$ cat config.mk
export PLATFORM = sky130hd
export DESIGN_NAME = sxt_transmitter
export DESIGN_NICKNAME = d
export VERILOG_FILES = /design/src/hdl/sxt_pkg.sv /design/src/hdl/sxt_transmitter.sv /design/src/hdl/sxt_baud_gen.sv /design/src/hdl/sxt_pin_sync.sv
export VERILOG_INCLUDE_DIRS = /design/src /design/src/hdl
export SDC_FILE = /design/constraint.sdc
export NUM_CORES = 1
export LEC_CHECK = 0
export BUFFER_PORTS_ARGS = -buffer_cell sky130_fd_sc_hd__buf_2
export CORE_MARGIN = 10
export CORE_UTILIZATION = 40
export DETAILED_ROUTE_END_ITERATION = 10
export PLACE_DENSITY = 0.75
export SYNTH_ARGS = -nofsm -noshare
export SYNTH_HDL_FRONTEND = slang
export SYNTH_HIERARCHICAL = 1
export SYNTH_SLANG_ARGS = --single-unit
export TNS_END_PERCENT = 50
$ cat constraint.sdc
create_clock -name clk_i -period 2.4 [get_ports clk_i]
set_input_delay 0.72 -clock clk_i [delete_from_list [all_inputs] [get_ports clk_i]]
set_output_delay 0.72 -clock clk_i [all_outputs]
set_load 0.01 [all_outputs]
$ cat src/hdl/sxt_params.svh
// Register offsets, field positions and reset values of the transmitter
`ifndef SXT_PARAMS_SVH
`define SXT_PARAMS_SVH
// Word indices, byte address is four times the index
`define SXT_IDX_DATA 3'h0
`define SXT_IDX_STATUS 3'h1
`define SXT_IDX_CONTROL 3'h2
`define SXT_IDX_SHARED 3'h3
`define SXT_IDX_BAUD_LO 3'h4
// Status A fields
`define SXT_SA_DONE 6
`define SXT_SA_EMPTY 5
`define SXT_SA_DBL_SPEED 1
// Control B fields
`define SXT_CB_DONE_IE 6
`define SXT_CB_EMPTY_IE 5
`define SXT_CB_XMIT_EN 3
`define SXT_CB_SIZE2 2
`define SXT_CB_NINTH 0
// Frame format fields
`define SXT_FF_SELECT 7
`define SXT_FF_SYNC 6
`define SXT_FF_PAR_EN 5
`define SXT_FF_PAR_ODD 4
`define SXT_FF_STOP2 3
`define SXT_FF_SIZE1 2
`define SXT_FF_SIZE0 1
`define SXT_FF_CLK_POL 0
// Reset values
`define SXT_CONTROL_RST 8'h00
`define SXT_FORMAT_RST 7'h06
`define SXT_DIVISOR_RST 12'h000
// Bit clock division and size codes
`define SXT_DIV_NORMAL 5'h10
`define SXT_DIV_DOUBLE 5'h08
`define SXT_SIZE_NINE 3'h7
`define SXT_SIZE_EIGHT 3'h3
`endif

$ cat src/hdl/sxt_pkg.sv
// Types shared by the serial transmitter modules
package sxt_pkg;
  typedef enum logic [2:0] {
    ST_IDLE, ST_START, ST_DATA, ST_PARITY, ST_STOP1, ST_STOP2
  } sxt_state_t;
  typedef logic [11:0] sxt_div_t;
  typedef logic [8:0] sxt_char_t;
endpackage

$ cat src/hdl/sxt_transmitter.sv
// Serial transmitter with Wishbone registers, buffer and frame shifter
//
// Design decisions made here: the placing of the registers and the Wishbone slave port.
`timescale 1ns/1ps
`default_nettype none
`include "sxt_params.svh"
module sxt_transmitter (
  input wire logic clk_i,
  input wire logic rst_i,
  input wire logic wb_cyc_i,
  input wire logic wb_stb_i,
  input wire logic wb_we_i,
  input wire logic [4:2] wb_adr_i,
  input wire logic [3:0] wb_sel_i,
  input wire logic [31:0] wb_dat_i,
  output var logic [31:0] wb_dat_o,
  output var logic wb_ack_o,
  output var logic txd_o,
  output var logic txd_oe_o,
  input wire logic port_txd_i,
  input wire logic port_txd_oe_i,
  input wire logic ext_clk_i,
  output var logic ext_clk_o,
  output var logic ext_clk_oe_o,
  input wire logic port_ext_clk_i,
  input wire logic port_ext_clk_oe_i,
  input wire logic ext_clk_master_i,
  output var logic irq_empty_o,
  output var logic irq_done_o,
  input wire logic irq_done_taken_i,
  output var sxt_pkg::sxt_state_t state_o
);
  import sxt_pkg::*;

  function automatic logic [3:0] char_bits(input logic [2:0] code);
    if (code == `SXT_SIZE_NINE) char_bits = 4'h9;
    else if (code > `SXT_SIZE_EIGHT) char_bits = 4'h8;
    else char_bits = {2'b01, code[1:0]} + 4'h1;
  endfunction

  logic ack_reg;
  logic [31:0] rdata_reg;
  logic [7:0] control_reg;
  logic [6:0] format_reg;
  logic dbl_speed_reg;
  sxt_div_t divisor_reg;
  sxt_char_t buf_reg;
  logic buf_full_reg;
  sxt_char_t shift_reg;
  logic parity_reg;
  logic [3:0] bit_cnt_reg;
  sxt_state_t state_reg;
  logic done_reg;
  logic on_reg;
  logic [4:0] presc_reg;
  logic clk_out_reg;
  logic base_tick, ext_rise, ext_fall, bit_tick, end_frame, load;
  logic wr_en, data_wr, sync_mode, master, busy, done_clr;
  logic [2:0] size_code;
  logic [3:0] nbits;
  logic [4:0] divide;
  sxt_char_t masked;

  // Bus request accepted one cycle after it appears
  assign wr_en = wb_cyc_i && wb_stb_i && wb_we_i && ack_reg && wb_sel_i[0];
  assign data_wr = wr_en && wb_adr_i == `SXT_IDX_DATA;
  assign size_code = {control_reg[`SXT_CB_SIZE2],
                      format_reg[`SXT_FF_SIZE1:`SXT_FF_SIZE0]};
  assign nbits = char_bits(size_code);
  assign sync_mode = format_reg[`SXT_FF_SYNC];
  assign master = sync_mode && ext_clk_master_i;
  assign busy = state_reg != ST_IDLE || buf_full_reg;

  always_ff @(posedge clk_i) begin
    if (rst_i) begin
      ack_reg <= 1'b0;
    end else begin
      ack_reg <= wb_cyc_i && wb_stb_i && !ack_reg;
    end
  end

  always_ff @(posedge clk_i) begin
    if (rst_i) begin
      rdata_reg <= 32'h0000_0000;
    end else if (wb_cyc_i && wb_stb_i && !ack_reg) begin
      unique case (wb_adr_i)
        `SXT_IDX_STATUS: rdata_reg <= {24'h00_0000, 1'b0, done_reg,
          !buf_full_reg, 3'b000, dbl_speed_reg, 1'b0};
        `SXT_IDX_CONTROL: rdata_reg <= {24'h00_0000, control_reg};
        `SXT_IDX_SHARED: rdata_reg <= {24'h00_0000, 1'b1, format_reg};
        `SXT_IDX_BAUD_LO: rdata_reg <= {24'h00_0000, divisor_reg[7:0]};
        default: rdata_reg <= 32'h0000_0000;
      endcase
    end
  end

  // Writes to the empty flag position are dropped
  always_ff @(posedge clk_i) begin
    if (rst_i) begin
      control_reg <= `SXT_CONTROL_RST;
      format_reg <= `SXT_FORMAT_RST;
      dbl_speed_reg <= 1'b0;
      divisor_reg <= `SXT_DIVISOR_RST;
    end else if (wr_en) begin
      unique case (wb_adr_i)
        `SXT_IDX_STATUS: dbl_speed_reg <= wb_dat_i[`SXT_SA_DBL_SPEED];
        `SXT_IDX_CONTROL: control_reg <= wb_dat_i[7:0];
        `SXT_IDX_SHARED: begin
          if (wb_dat_i[`SXT_FF_SELECT]) begin
            format_reg <= wb_dat_i[6:0];
          end else begin
            divisor_reg[11:8] <= wb_dat_i[3:0];
          end
        end
        `SXT_IDX_BAUD_LO: divisor_reg[7:0] <= wb_dat_i[7:0];
        default: ;
      endcase
    end
  end

  assign wb_ack_o = ack_reg;
  assign wb_dat_o = rdata_reg;

  sxt_baud_gen u_baud (
    .clk_i(clk_i),
    .rst_i(rst_i),
    .divisor_i(divisor_reg),
    .reload_i(wr_en && wb_adr_i == `SXT_IDX_BAUD_LO),
    .tick_o(base_tick)
  );

  sxt_pin_sync u_ext_sync (
    .clk_i(clk_i),
    .rst_i(rst_i),
    .pin_i(ext_clk_i),
    .rise_o(ext_rise),
    .fall_o(ext_fall)
  );

  assign divide = dbl_speed_reg ? `SXT_DIV_DOUBLE : `SXT_DIV_NORMAL;

  // Prescaler restarts when idle so the start bit is full length
  always_ff @(posedge clk_i) begin
    if (rst_i || state_reg == ST_IDLE) begin
      presc_reg <= 5'h00;
    end else if (base_tick) begin
      presc_reg <= (presc_reg == divide - 5'h01) ? 5'h00
                   : presc_reg + 5'h01;
    end
  end

  // Master clock toggles on every baud tick, i.e. divide by two
  always_ff @(posedge clk_i) begin
    if (rst_i) begin
      clk_out_reg <= 1'b0;
    end else if (master && on_reg && base_tick) begin
      clk_out_reg <= !clk_out_reg;
    end
  end

  // Data changes on the edge opposite to the sampling edge
  always_comb begin
    if (!sync_mode) begin
      bit_tick = base_tick && presc_reg == divide - 5'h01;
    end else if (master) begin
      bit_tick = base_tick && clk_out_reg == format_reg[`SXT_FF_CLK_POL];
    end else begin
      bit_tick = format_reg[`SXT_FF_CLK_POL] ? ext_fall : ext_rise;
    end
  end

  assign end_frame = bit_tick && ((state_reg == ST_STOP1
    && !format_reg[`SXT_FF_STOP2]) || state_reg == ST_STOP2);
  assign load = on_reg && buf_full_reg
    && (state_reg == ST_IDLE || end_frame);

  // Upper bits beyond the character size never reach the line
  always_comb begin
    masked = 9'h000;
    for (int i = 0; i < 9; i++) begin
      if (i < int'(nbits)) masked[i] = buf_reg[i];
    end
  end

  // New data wins over a load in the same cycle
  always_ff @(posedge clk_i) begin
    if (rst_i) begin
      buf_full_reg <= 1'b0;
      buf_reg <= 9'h000;
    end else if (data_wr) begin
      buf_full_reg <= 1'b1;
      buf_reg <= {control_reg[`SXT_CB_NINTH], wb_dat_i[7:0]};
    end else if (load) begin
      buf_full_reg <= 1'b0;
    end
  end

  always_ff @(posedge clk_i) begin
    if (rst_i) begin
      state_reg <= ST_IDLE;
      shift_reg <= 9'h000;
      parity_reg <= 1'b0;
      bit_cnt_reg <= 4'h0;
    end else if (load) begin
      state_reg <= ST_START;
      shift_reg <= masked;
      parity_reg <= ^masked ^ format_reg[`SXT_FF_PAR_ODD];
      bit_cnt_reg <= 4'h0;
    end else if (bit_tick) begin
      unique case (state_reg)
        ST_IDLE: ;
        ST_START: state_reg <= ST_DATA;
        ST_DATA: begin
          shift_reg <= {1'b0, shift_reg[8:1]};
          bit_cnt_reg <= bit_cnt_reg + 4'h1;
          if (bit_cnt_reg == nbits - 4'h1) begin
            state_reg <= format_reg[`SXT_FF_PAR_EN]
              ? ST_PARITY : ST_STOP1;
          end
        end
        ST_PARITY: state_reg <= ST_STOP1;
        ST_STOP1: begin
          state_reg <= format_reg[`SXT_FF_STOP2] ? ST_STOP2
                       : ST_IDLE;
        end
        ST_STOP2: state_reg <= ST_IDLE;
      endcase
    end
  end

  // A frame completing with the buffer empty wins over a clear in the same cycle
  assign done_clr = irq_done_taken_i || (wr_en
    && wb_adr_i == `SXT_IDX_STATUS && wb_dat_i[`SXT_SA_DONE]);
  always_ff @(posedge clk_i) begin
    if (rst_i) begin
      done_reg <= 1'b0;
    end else if (end_frame && !buf_full_reg) begin
      done_reg <= 1'b1;
    end else if (done_clr) begin
      done_reg <= 1'b0;
    end
  end

  // Clearing the enable waits until nothing is left to send
  always_ff @(posedge clk_i) begin
    if (rst_i) begin
      on_reg <= 1'b0;
    end else if (control_reg[`SXT_CB_XMIT_EN]) begin
      on_reg <= 1'b1;
    end else if (!busy) begin
      on_reg <= 1'b0;
    end
  end

  logic line;
  always_comb begin
    unique case (state_reg)
      ST_START: line = 1'b0;
      ST_DATA: line = shift_reg[0];
      ST_PARITY: line = parity_reg;
      default: line = 1'b1;
    endcase
  end

  assign txd_o = on_reg ? line : port_txd_i;
  assign txd_oe_o = on_reg ? 1'b1 : port_txd_oe_i;
  assign ext_clk_o = (on_reg && master) ? clk_out_reg
                     : port_ext_clk_i;
  assign ext_clk_oe_o = (on_reg && sync_mode) ? master
                        : port_ext_clk_oe_i;
  assign irq_empty_o = control_reg[`SXT_CB_EMPTY_IE]
    && !buf_full_reg;
  assign irq_done_o = control_reg[`SXT_CB_DONE_IE] && done_reg;
  assign state_o = state_reg;
endmodule
`default_nettype wire

$ cat src/hdl/sxt_baud_gen.sv
// Programmable down-counter producing the baud generator tick
`timescale 1ns/1ps
`default_nettype none
module sxt_baud_gen (
  input wire logic clk_i,
  input wire logic rst_i,
  input wire sxt_pkg::sxt_div_t divisor_i,
  input wire logic reload_i,
  output var logic tick_o
);
  import sxt_pkg::*;
  sxt_div_t cnt_reg;
  logic tick_reg;

  always_ff @(posedge clk_i) begin
    if (rst_i) begin
      cnt_reg <= `SXT_DIVISOR_RST;
    end else if (reload_i || cnt_reg == 12'h000) begin
      cnt_reg <= divisor_i;
    end else begin
      cnt_reg <= cnt_reg - 12'h001;
    end
  end

  // One tick per divisor+1 system clocks
  always_ff @(posedge clk_i) begin
    if (rst_i) begin
      tick_reg <= 1'b0;
    end else begin
      tick_reg <= (cnt_reg == 12'h000) && !reload_i;
    end
  end

  assign tick_o = tick_reg;
endmodule
`default_nettype wire

$ cat src/hdl/sxt_pin_sync.sv
// Two-stage synchroniser with edge detection for the external clock pin
`timescale 1ns/1ps
`default_nettype none
module sxt_pin_sync (
  input wire logic clk_i,
  input wire logic rst_i,
  input wire logic pin_i,
  output var logic rise_o,
  output var logic fall_o
);
  import sxt_pkg::*;
  logic meta_reg;
  logic sync_reg;
  logic prev_reg;

  always_ff @(posedge clk_i) begin
    if (rst_i) begin
      meta_reg <= 1'b0;
      sync_reg <= 1'b0;
      prev_reg <= 1'b0;
    end else begin
      meta_reg <= pin_i;
      sync_reg <= meta_reg;
      prev_reg <= sync_reg;
    end
  end

  // Edges seen only behind the second stage
  assign rise_o = sync_reg && !prev_reg;
  assign fall_o = !sync_reg && prev_reg;
endmodule
`default_nettype wire

# --- After elaboration in Yosys (flattened, before gate mapping) ---
# Index checks and enable logic that the tools add are counted.
op_classes:
  bitwise: 2
  n_reduce_logical: 59
  muxes: 38
  order_cmp: 10
  n_eq_ne: 16
  n_addsub: 6
ops:
  columns: ["op", "count"]
  rows:
  - ["$pmux 8 s4", 1]
  - ["$mux 9", 3]
  - ["$logic_and 1x1->1", 25]
  - ["$mux 1", 24]
  - ["$lt 3x4->1 const A", 4]
  - ["$pmux 3 s5", 1]
  - ["$eq 3x2->1 const B", 4]
  - ["$eq 3x3->1 const B", 4]
  - ["$logic_not 12->1", 1]
  - ["$mux 12", 1]
  - ["$reduce_and 3->1", 4]
  - ["$sub 12x1->12 const B", 1]
  - ["$mux 5", 2]
  - ["$reduce_and 2->1", 5]
  - ["$mux 3", 3]
  - ["$reduce_xor 9->1", 1]
  - ["$lt 1x4->1 const A", 2]
  - ["$lt 2x4->1 const A", 2]
  - ["$mux 4", 2]
  - ["$reduce_bool 2->1", 4]
  - ["$logic_not 1->1", 7]
  - ["$eq 3x1->1 const B", 2]
  - ["$logic_not 3->1", 2]
  - ["$logic_or 1x1->1", 6]
  - ["19 further kinds", 20]
word_totals:
  inputBits: 51
  word_cells: 154
  out_inout_bits: 42
  ff_bits: 112

# --- Depth between registers and ports, before layout ---
# Gate-level depths: netlist of the first run.
logic_depth:
  ltp_word: 10
  ltp_mapped: 11
  ltp_nobuf: 11

# --- Modules after synthesis ---
# Netlist of the first run, hierarchy kept.
modules_own_cells:
  columns: ["mod", "area_each_um2", "seq_area_each_um2", "n_inst", "cells_per_inst"]
  rows:
  - ["sxt_transmitter", 3832.4, 1441.4, 1, 431]
  - ["sxt_baud_gen", 703.2, 260.2, 1, 78]
  - ["sxt_pin_sync", 91.3, 60.1, 1, 8]

# --- Worst setup path before layout of the first run ---
# No wires, ideal clock.
synth_timing:
  kind: "in2reg"
  start: "input port wb_adr_i[2] (netlist name)"
  end: "register u_baud.cnt_reg[9]"
  setup_time_ns: 0.079
  t_required_ns: 2.321
  arrival_ns: 2.180
  cell_stages: 8
  setup_slack_ns: 0.140
  path_buffers: 3
  cell_sequence: "clkbuf_1 nor2b_1 nor3b_1 buf_2 a31oi_1 clkbuf_1 nor2_1 a211oi_2"
synth_between:
  elab_chain_len: 4
synth_rtl:
  columns: ["element", "line_no", "source"]
  rows:
  - ["from (decl)", "sxt_transmitter.sv:13", "input wire logic [4:2] wb_adr_i,"]
  - ["$eq 3x3->1", null, null]
  - ["$logic_and 1x1->1 (no source line)", null, null]
  - ["$logic_or 1x1->1", "sxt_baud_gen.sv:18", "end else if (reload_i || cnt_reg == 12'h000) begin"]
  - ["$mux 12", "sxt_baud_gen.sv:18", null]
  - ["to (signal assigned)", "sxt_baud_gen.sv:17", "cnt_reg <= `SXT_DIVISOR_RST;"]
  - ["to (signal assigned)", "sxt_baud_gen.sv:19", "cnt_reg <= divisor_i;"]
  - ["to (signal assigned)", "sxt_baud_gen.sv:21", "cnt_reg <= cnt_reg - 12'h001;"]
  - ["to (decl)", "sxt_baud_gen.sv:12", "sxt_div_t cnt_reg;"]
# No other way between the ends.
# A chain may end at the register's enable or synchronous reset.

# --- Worst setup path in the final report of the first run ---
layout_timing:
  start: "register state_reg[1], in the netlist state_o[1]"
  end: "output port txd_o"
layout_between:
  elab_chain_len: 3
  word_cells_on_any_way: 5
  classes_between: "eq/ne: 3; mux: 2"
layout_rtl:
  columns: ["element", "line_no", "source"]
  rows:
  - ["from (decl)", "sxt_transmitter.sv:52", "sxt_state_t state_reg;"]
  - ["from (signal assigned)", "sxt_transmitter.sv:217", "state_reg <= format_reg[`SXT_FF_PAR_EN]"]
  - ["from (signal assigned)", "sxt_transmitter.sv:223", "state_reg <= format_reg[`SXT_FF_STOP2] ? ST_STOP2"]
  - ["$eq 3x2->1 or $eq 3x1->1 (tied branches)", "sxt_transmitter.sv:257", "unique case (state_reg)"]
  - ["$pmux 1 s3 *", "sxt_transmitter.sv:257", null]
  - ["$mux 1 *", "sxt_transmitter.sv:265", "assign txd_o = on_reg ? line : port_txd_i;"]
  - ["to (decl)", "sxt_transmitter.sv:18", "output var logic txd_o,"]
# Every way passes the cells marked *; elsewhere a longest branch is shown, timed or not.

==> results of run 1 <==
## per-stage QoR
stage               setup TNS [ps]  hold slack, ps  cell area [sq um]  instances  util, %
global placement                 0             434               4950        691     43.5
CTS                              0             445               5230        706     46.0
floorplan                        0             414               4710        540        -
detailed placement           -6.96             431               4950        691     43.5
global route                     0             464               5240        706     46.1
finish                           0             436               5240        706     46.1
## path summary, 6_finish.rpt
path,from,to,slack (ps),cells past startpoint
max reg2reg,format_reg[2],parity_reg,170,10
max,state_o[1],txd_o,130,4
min,u_ext_sync/meta_reg,u_ext_sync/sync_reg,440,1
min reg2reg,u_ext_sync/meta_reg,u_ext_sync/sync_reg,440,1
## cell usage in the layout (no fill, tap or decap), drive strengths merged, types with 2 or more instances in the layout
master	instances
conb	24
nor3	13
clkbuf	12
dfxtp	88
nand4	6
o22ai	4
clkinv	2
a211o	3
and3	5
o41ai	2
nand2b	6
mux2i	47
a22oi	14
nor2	82
nand4b	3
nor3b	3
xnor2	13
nor2b	11
nand3	16
a311oi	2
o21a	3
o21ai	10
a21boi	2
a31oi	3
ha	9
nand3b	5
nor4	3
xor2	15
o211ai	2
buf	59
nand2	24
a21oi	21
inv	14
o31ai	2
a211oi	12
and2	2
or3	6
## area by class of cell
| cell class | count | share of cell area (%) |
|---|---|---|
| clock inverter | 3 | 0.335 |
| tap | 143 | 3.42 |
| multi-input combinational | 387 | 49.7 |
| sequential | 88 | 33.7 |
| clock buffer | 12 | 4.90 |
| inverter | 14 | 1.00 |
| timing repair buffer | 59 | 6.98 |
## routing by layer
metal	vias up	wire length, um
li1	1840	-
met1	1800	4970
met2	114	5410
met3	13	727
met4	0	165
met5	-	0
## timing repair
| item | 4_1_cts | 5_1_grt |
|---|---|---|
| pin swaps | 0 | 1 |
| gates resized for setup | 2 | 2 |
| hold buffers | 0 | 0 |
| endpoints found under the setup margin | 1 | 1 |
| setup buffers | 0 | 0 |
## critical path, stage by stage (launching register included)
cell and delay [ps]:
dfxtp_1 550, a21oi_1 120, a311oi_1 300, a21oi_1 100, buf_2 140
## cells by family (layout without fill, tap and decap cells)
family	Yosys count	in the layout
and+or+nand+nor	189	189
AOI/OAI and AO/OA	89	89
DFF	88	88
buffers and inverters	65	88
muxes	48	48
xor gates and xnor gates	28	28
adders and majority gates	9	9
other	1	24
## power by group
group | internal (W) | switching, W
Combinational | 0.000341 | 0.000405
Sequential | 0.00155 | 0.000105
Clock | 0.000749 | 0.000557
Total | 0.00264 | 0.00107
==> results.json, run 1 <==
{
  "outcome": "completed",
  "fillers": 1076,
  "cp-start-kind": "flip-flop",
  "hold_violations": 0,
  "synth_fa_ha_area_share_pct": 2.43,
  "drv_slew": 0,
  "layout.area.seq_sq_um": 1760,
  "synth.most_common_cell": "dfxtp_1",
  "drt_drc_violations_left": 0,
  "synth_compound_area_share_pct": 14.6,
  "drt-total-wl_um": 11300,
  "worstSetupPathType": "flip-flop to primary output",
  "clk_path_buf_depth": 2,
  "hpwl_um": 8360,
  "worstMarginPinSlew_ps": 526,
  "cts_buffers": 9,
  "core_area_sq_um": 11400,
  "critPathCaptureType": "primary output",
  "start_util_pct": 40.7,
  "gp_congestion": 0.869,
  "synth_largest_area_cell": "dfxtp_1",
  "seq_area_frac_synth_pct": 38.1,
  "min_path_type": "flip-flop to flip-flop",
  "met2_usage_pct": 22.8,
  "grt_util_met3_pct": 4.05,
  "synthArstFlopShare_pct": 0,
  "synth_top_family_by_area": "simple AND/OR/NAND/NOR gates",
  "fin_crit_sh_pct": 94.4,
  "rows": 39,
  "drt-pass1-iter-count": 5,
  "max_cap_viol_count": 0,
  "cp_max_fo": 11,
  "pre_cts_ws_ps": -6.96,
  "syn_inst": 517,
  "viasPerCell": 5.34,
  "areaGrowthSynthToFinish_pct": 13.2,
  "synth.area.mux_share_pct": 10.4,
  "synthesis.area_sq_um": 4630,
  "syn_area_per_cell_sq_um": 8.95,
  "overflow": 0,
  "grt_pass1_vias": 3800,
  "fmax_ghz": 0.441,
  "clk_pin_slew_ps": 60,
  "synth-seq-cells": 88,
  "top_usage_layer": "met2",
  "setup_violations": 0,
  "leakagePower_nw": 2.13,
  "finClkSkew_ps": 5.92,
  "synth_common_cells": "88 x dfxtp_1, 81 x nor2_1, 47 x mux2i_1",
  "grt_setup_unrepaired": "false",
  "slew-limit-headroom_pct": 64.9,
  "fin_nets": 619,
  "antenna_found_initial": 0,
  "portBuffers": 41,
  "drtIter0Drc": 206,
  "cts-root-buf": "clkbuf_16",
  "cts_sinks": 88,
  "yosysUniqueCellTypes": 66,
  "synthXorXnorAreaFrac_pct": 5.30,
  "die_h_um": 128,
  "synth_flop_cell": "dfxtp_1",
  "yosys_warnings": 6,
  "synthSimpleGateAreaFrac_pct": 21.1,
  "ant_nets": 0,
  "synth.area.top_cells": "dfxtp_1 38%, mux2i_1 10%, nor2_1 6.6%, buf_4 3.9%, xor2_1 2.8%",
  "vias": 3767,
  "p_per_area_nw_per_um2": 708,
  "ir_drop_v": 0.000367,
  "ios": 93,
  "grt_max_degree": 35,
  "worst_ep_arrival_time_ps": 1550,
  "grt_use_met1_pct": 16.4,
  "worst_slack_ps": 135,
  "critPathRequiredTime_ps": 1680,
  "finalPower_w": 0.00371,
  "synth_top_cell_area_share_pct": 38.1,
  "multiInputGateArea_sq_um": 2600,
  "grt.total_usage_pct": 13.8,
  "grt_pass1_wl_um": 18600,
  "fin_crit_ps": 2270,
  "die_w_um": 128,
  "drive_above_1_share_pct": 18.3,
  "clock_latency_ps": 340,
  "cts_tree": "yes",
  "htree_num_levels": 3,
  "die_area_sq_um": 16300,
  "wl_per_cell_um": 16.0,
  "synth_edf_count": 0,
  "antenna_cells": 0
}
Power figures use the tool's default switching activity.
==> inputs of run 2 (changes only) <==
- CELL_PAD_IN_SITES_DETAIL_PLACEMENT: not set -> 0
- CELL_PAD_IN_SITES_GLOBAL_PLACEMENT: not set -> 1
- CORE_UTILIZATION: 40 -> 37
- PLACE_DENSITY: 0.75 -> 0.86
==> run 2 against run 1 <==
Setup slack gained 17 ps. Die area grew 6.8%. Cell count grew 3.7%. Design area increased by 0.17%. Count of clock-buffer cells in the layout unchanged. Register-to-register slack about the same. Clock power barely moved. Sequential share of layout area fell by 0.056 points. Critical path depth stayed put. Clock skew rose by 1.4 ps. Combinational power decreased by 5.4%. Largest power group unchanged.
==> results.json, run 2 (synthesis gave the netlist of run 1 again) <==
{
  "ios": 93,
  "finalPower_w": 0.00367,
  "whs_ps": 439,
  "drtIter0Drc": 220,
  "fin_crit_sh_pct": 93.7,
  "clk_path_buf_depth": 2,
  "grt_pass1_vias": 3699,
  "crit_path_top_delay_cell": "dfxtp_1",
  "setup_violations": 0,
  "viasPerCell": 5.03,
  "grt_setup_unrepaired": "false",
  "critical_path.most_common_cell": "a21oi_1",
  "vias": 3679,
  "areaGrowthSynthToFinish_pct": 13.4,
  "core_area_sq_um": 12100,
  "fmax_ghz": 0.445,
  "clk_pin_slew_ps": 60,
  "grt_max_degree": 28,
  "die_w_um": 132,
  "overflow": 0,
  "cp_max_fo": 12,
  "critPathCaptureType": "primary output",
  "start_util_pct": 38.2,
  "antenna_found_initial": 0,
  "leakagePower_nw": 2.13,
  "rows": 40,
  "ant_nets": 0,
  "drv_slew": 0,
  "cp_cell_sequence": "a21oi_1, a311oi_1, a21oi_1, buf_2",
  "layout.area.seq_sq_um": 1760,
  "drive_above_1_share_pct": 18.3,
  "critPathRequiredTime_ps": 1680,
  "utilization_pct": 43.3,
  "hold_violations": 0,
  "cts_sinks": 88,
  "drt-total-wl_um": 11100,
  "die_h_um": 132,
  "critPathMaxStageDelay_ps": 570,
  "outcome": "completed",
  "grt.total_usage_pct": 12.7,
  "min_path_type": "flip-flop to flip-flop",
  "cts_tree": "yes",
  "worst_ep_arrival_time_ps": 1530,
  "cp-start-kind": "flip-flop",
  "cts-root-buf": "clkbuf_16",
  "htree_num_levels": 3,
  "multiInputGateArea_sq_um": 2600,
  "gp_congestion": 0.816,
  "cts_buffers": 9,
  "antenna_cells": 0,
  "layout_commonest_cell": "dfxtp_1",
  "max_cap_viol_count": 0,
  "ir_drop_v": 0.000359,
  "fillers": 1235,
  "drt-pass1-iter-count": 6,
  "crit_buf_inv": 1,
  "crit_family": "flip-flops",
  "finClkSkew_ps": 7.36,
  "cts_setup_buffers": 0,
  "wl_per_cell_um": 15.2,
  "die_area_sq_um": 17400,
  "final_cell_mix": "87 x dfxtp_1, 81 x nor2_1, 47 x mux2i_1",
  "clock_latency_ps": 340,
  "fin_crit_ps": 2250,
  "grt_pass1_wl_um": 18500,
  "portBuffers": 41,
  "cts_hold_buf": 0,
  "fin_tns_setup_ps": 0,
  "fin_nets": 619,
  "drt_drc_violations_left": 0,
  "worstSetupPathType": "flip-flop to primary output",
  "p_per_area_nw_per_um2": 700,
  "hpwl_um": 8300
}
run 2: worst paths after layout:
path	start	endpoint	slack, ps	depth (start not counted)
setup / recovery	state_o[0]	txd_o	150	4
hold / removal	u_ext_sync/meta_reg	u_ext_sync/sync_reg	440	1
setup reg to reg	format_reg[1]	state_o[1]	170	10
hold reg to reg	u_ext_sync/meta_reg	u_ext_sync/sync_reg	440	1
run 2: per-stage QoR:
stage          std cells  cell area (sq um)  setup WS (ps)
3_5_place_dp         716               4960           87.4
5_1_grt              732               5250           20.3
6_report             732               5250            152
2_1_floorplan        540               4710            140
4_1_cts              732               5230           19.4
3_3_place_gp         716               4960            120
run 2: what timing repair did:
| item | in CTS | in global routing |
|---|---|---|
| hold endpoints to repair | 0 | 0 |
| resized for setup | 0 | 5 |
| setup endpoints to repair | 0 | 4 |
run 2: where the power goes:
| part | internal (W) | switching, W | total (W) |
|---|---|---|---|
| clock | 0.000732 | 0.000571 | 0.00130 |
| sequential | 0.00155 | 0.000113 | 0.00166 |
| combinational | 0.000322 | 0.000384 | 0.000706 |
| total | 0.00260 | 0.00107 | 0.00367 |
run 2: area by class of cell:
class / instances / area share [%]
multi-input cells: 387 / 49.6
flip-flops and latches: 88 / 33.6
repair buffers: 59 / 6.49
clock buffers: 12 / 4.70
well taps: 168 / 4.01
inverters: 14 / 1.00
clock inverters: 4 / 0.573
run 2: worst register-to-register path, stage by stage (launching register included):
cell	delay (ps)
dfxtp_1	310
ha_1	290
nor2b_1	160
o21ai_2	90
ha_1	210
xor2_1	150
xnor2_1	210
nor2_1	90
a41oi_2	240
nor3_2	80
a2111oi_2	310
run 2: per-layer routing:
metal	vias to the layer above	GRT usage [%]	routed length, um
li1	1849	-	-
met4	0	4.20	165
met1	1718	16.4	5340
met3	12	3.66	643
met5	-	0	0
met2	100	19.7	4960
==> inputs of run 3 (changes only) <==
- PLACE_DENSITY: 0.86 -> 0.87
- SYNTH_HIERARCHICAL: 1 -> not set
==> run 3 against run 2 <==
Cell count down 0.27%. Clock power rose by 10%. Via count grew 2.9%. Highest routed layer unchanged. Critical endpoint is now state_o[0]. Total power increased by 1.9%.
==> results.json, run 3 <==
{
  "place_area_sq_um": 4860,
  "synth_flop_cell": "dfxtp_1",
  "synth_top_cell_area_share_pct": 39.0,
  "fillers": 1165,
  "cts_buffers": 9,
  "fin_nets": 638,
  "synth_edf_count": 0,
  "worstMarginPinSlew_ps": 537,
  "leakagePower_nw": 2.11,
  "fin_crit_sh_pct": 98.1,
  "grt.total_usage_pct": 13.3,
  "layout.area.seq_sq_um": 1770,
  "die_h_um": 130,
  "final_area_sq_um": 5310,
  "htree_num_levels": 3,
  "wl_per_cell_um": 15.5,
  "clk_path_buf_depth": 2,
  "overflow": 0,
  "crit_family": "simple AND/OR/NAND/NOR gates",
  "die_area_sq_um": 17000,
  "synth-seq-cells": 88,
  "critPathMaxStageDelay_ps": 510,
  "drtIter0Drc": 354,
  "gp_congestion": 0.786,
  "max_cap_viol_count": 0,
  "fmax_ghz": 0.425,
  "outcome": "completed",
  "worstSetupPathType": "flip-flop to flip-flop",
  "clk_pin_slew_ps": 70,
  "cts_hold_buf": 0,
  "utilization_pct": 44.4,
  "cts_tree": "yes",
  "finClkSkew_ps": 8.81,
  "ir_drop_v": 0.000514,
  "setup_violations": 0,
  "drive_above_1_share_pct": 21.1,
  "portBuffers": 41,
  "antenna_found_initial": 0,
  "syn_area_per_cell_sq_um": 8.52,
  "drt-total-wl_um": 11300,
  "synthesis.area_sq_um": 4520,
  "crit_buf_inv": 0,
  "cp_max_fo": 4,
  "synth.area.top_cells": "dfxtp_1 39%, mux2i_1 6.9%, nor2_1 6.2%, buf_4 4.0%, nand2_1 3.6%",
  "slew-limit-headroom_pct": 63.8,
  "synth_common_cells": "88 x dfxtp_1, 74 x nor2_1, 43 x nand2_1",
  "cts-root-buf": "clkbuf_16",
  "drt-pass1-iter-count": 4,
  "pre_cts_ws_ps": -7.19,
  "rows": 40,
  "finalNonFillerCells": 730,
  "dp_cells": 711,
  "hpwl_um": 8160,
  "die_w_um": 130,
  "clock_latency_ps": 350,
  "p_per_area_nw_per_um2": 704,
  "multiInputGateArea_sq_um": 2590,
  "core_area_sq_um": 12000,
  "grt_pass1_vias": 3668,
  "synthArstFlopShare_pct": 0,
  "hold_violations": 0,
  "vias": 3787,
  "rrSetupSlack_ps": 50,
  "critPathCaptureType": "flip-flop",
  "antenna_cells": 0,
  "cts_sinks": 88,
  "drv_slew": 0,
  "start_util_pct": 37.8,
  "grt_setup_unrepaired": "true",
  "ant_nets": 0,
  "synth.most_common_cell": "dfxtp_1",
  "grt_max_degree": 65,
  "ios": 93,
  "finalPower_w": 0.00374,
  "grt_pass1_wl_um": 18200,
  "yosysUniqueCellTypes": 50,
  "cp_cell_sequence": "ha_4, nor2b_4, o21ai_4, ha_2, xor2_1, xnor2_1, a41oi_2, or4_4, a21oi_2",
  "worst_slack_ps": 45.7,
  "critPathRequiredTime_ps": 2680,
  "final_cell_mix": "84 x dfxtp_1, 74 x nor2_1, 43 x nand2_1",
  "min_path_type": "flip-flop to flip-flop",
  "worst_ep_arrival_time_ps": 2640,
  "crit_path_top_delay_cell": "or4_4",
  "seq_area_frac_synth_pct": 39.0,
  "drt_drc_violations_left": 0,
  "areaGrowthSynthToFinish_pct": 17.6,
  "cp-start-kind": "flip-flop",
  "layout_commonest_cell": "dfxtp_1",
  "fin_crit_ps": 2350,
  "synth_largest_area_cell": "dfxtp_1",
  "syn_inst": 530,
  "viasPerCell": 5.19,
  "yosys_warnings": 0
}
run 3: through the flow:
step           TNS, ps  hold WS [ps]
5_1_grt          -62.3           483
6_report             0           461
3_3_place_gp         0           433
3_5_place_dp     -7.19           453
4_1_cts              0           468
2_1_floorplan        0           414
run 3: path summary, 6_finish.rpt:
kind | startpoint | to | cells after the start
max | format_reg[2] | state_o[0] | 9
min | u_ext_sync.meta_reg | u_ext_sync.sync_reg | 1
max reg2reg | format_reg[2] | state_o[0] | 9
min reg2reg | u_ext_sync.meta_reg | u_ext_sync.sync_reg | 1
run 3: cell families after synthesis:
kind of cell             share of synthesized area (%)
multiplexers                                      7.37
other                                           0.0830
flip-flops                                        39.0
adder cells (fa/ha/maj)                           2.49
AND/OR/NAND/NOR                                   21.0
AO/OA/AOI/OAI                                     16.0
XOR/XNOR                                          5.82
buffers and inverters                             8.20
run 3: area by class of cell:
class	instances	share of cell area, %
repair buffers	68	7.92
inverters	13	0.919
multi-input cells	398	48.8
flip-flops and latches	88	33.3
clock buffers	11	4.57
clock inverters	5	1.06
well taps	147	3.46
run 3: worst register-to-register path: cells and delay by family, from the launching register on:
kind	cells	cell delay, ps
AO/OA/AOI/OAI	3	400
XOR/XNOR	2	420
adder cells (fa/ha/maj)	2	440
flip-flops	1	360
AND/OR/NAND/NOR	2	670
run 3: report_power, final:
group / switching (W) / total [W] / internal [W]
registers: 0.0000567 / 0.00160 / 0.00154
logic: 0.000406 / 0.000718 / 0.000312
clock network: 0.000592 / 0.00143 / 0.000834
run 3: what timing repair did:
item | 4_1_cts | 5_1_grt
pin swaps | 0 | 8
resized for setup | 1 | 29
buffers inserted | 0 | 3
endpoints found under the hold margin | 0 | 0
setup endpoints to repair | 2 | 8
run 3: metal layers:
| metal | up-vias | share of wire (%) | GRT usage, % |
|---|---|---|---|
| li1 | 1885 | - | - |
| met1 | 1797 | 47 | 17.6 |
| met2 | 87 | 44 | 20.4 |
| met3 | 18 | 6.1 | 2.62 |
| met4 | 0 | 2.6 | 6.61 |
| met5 | - | 0 | 0 |
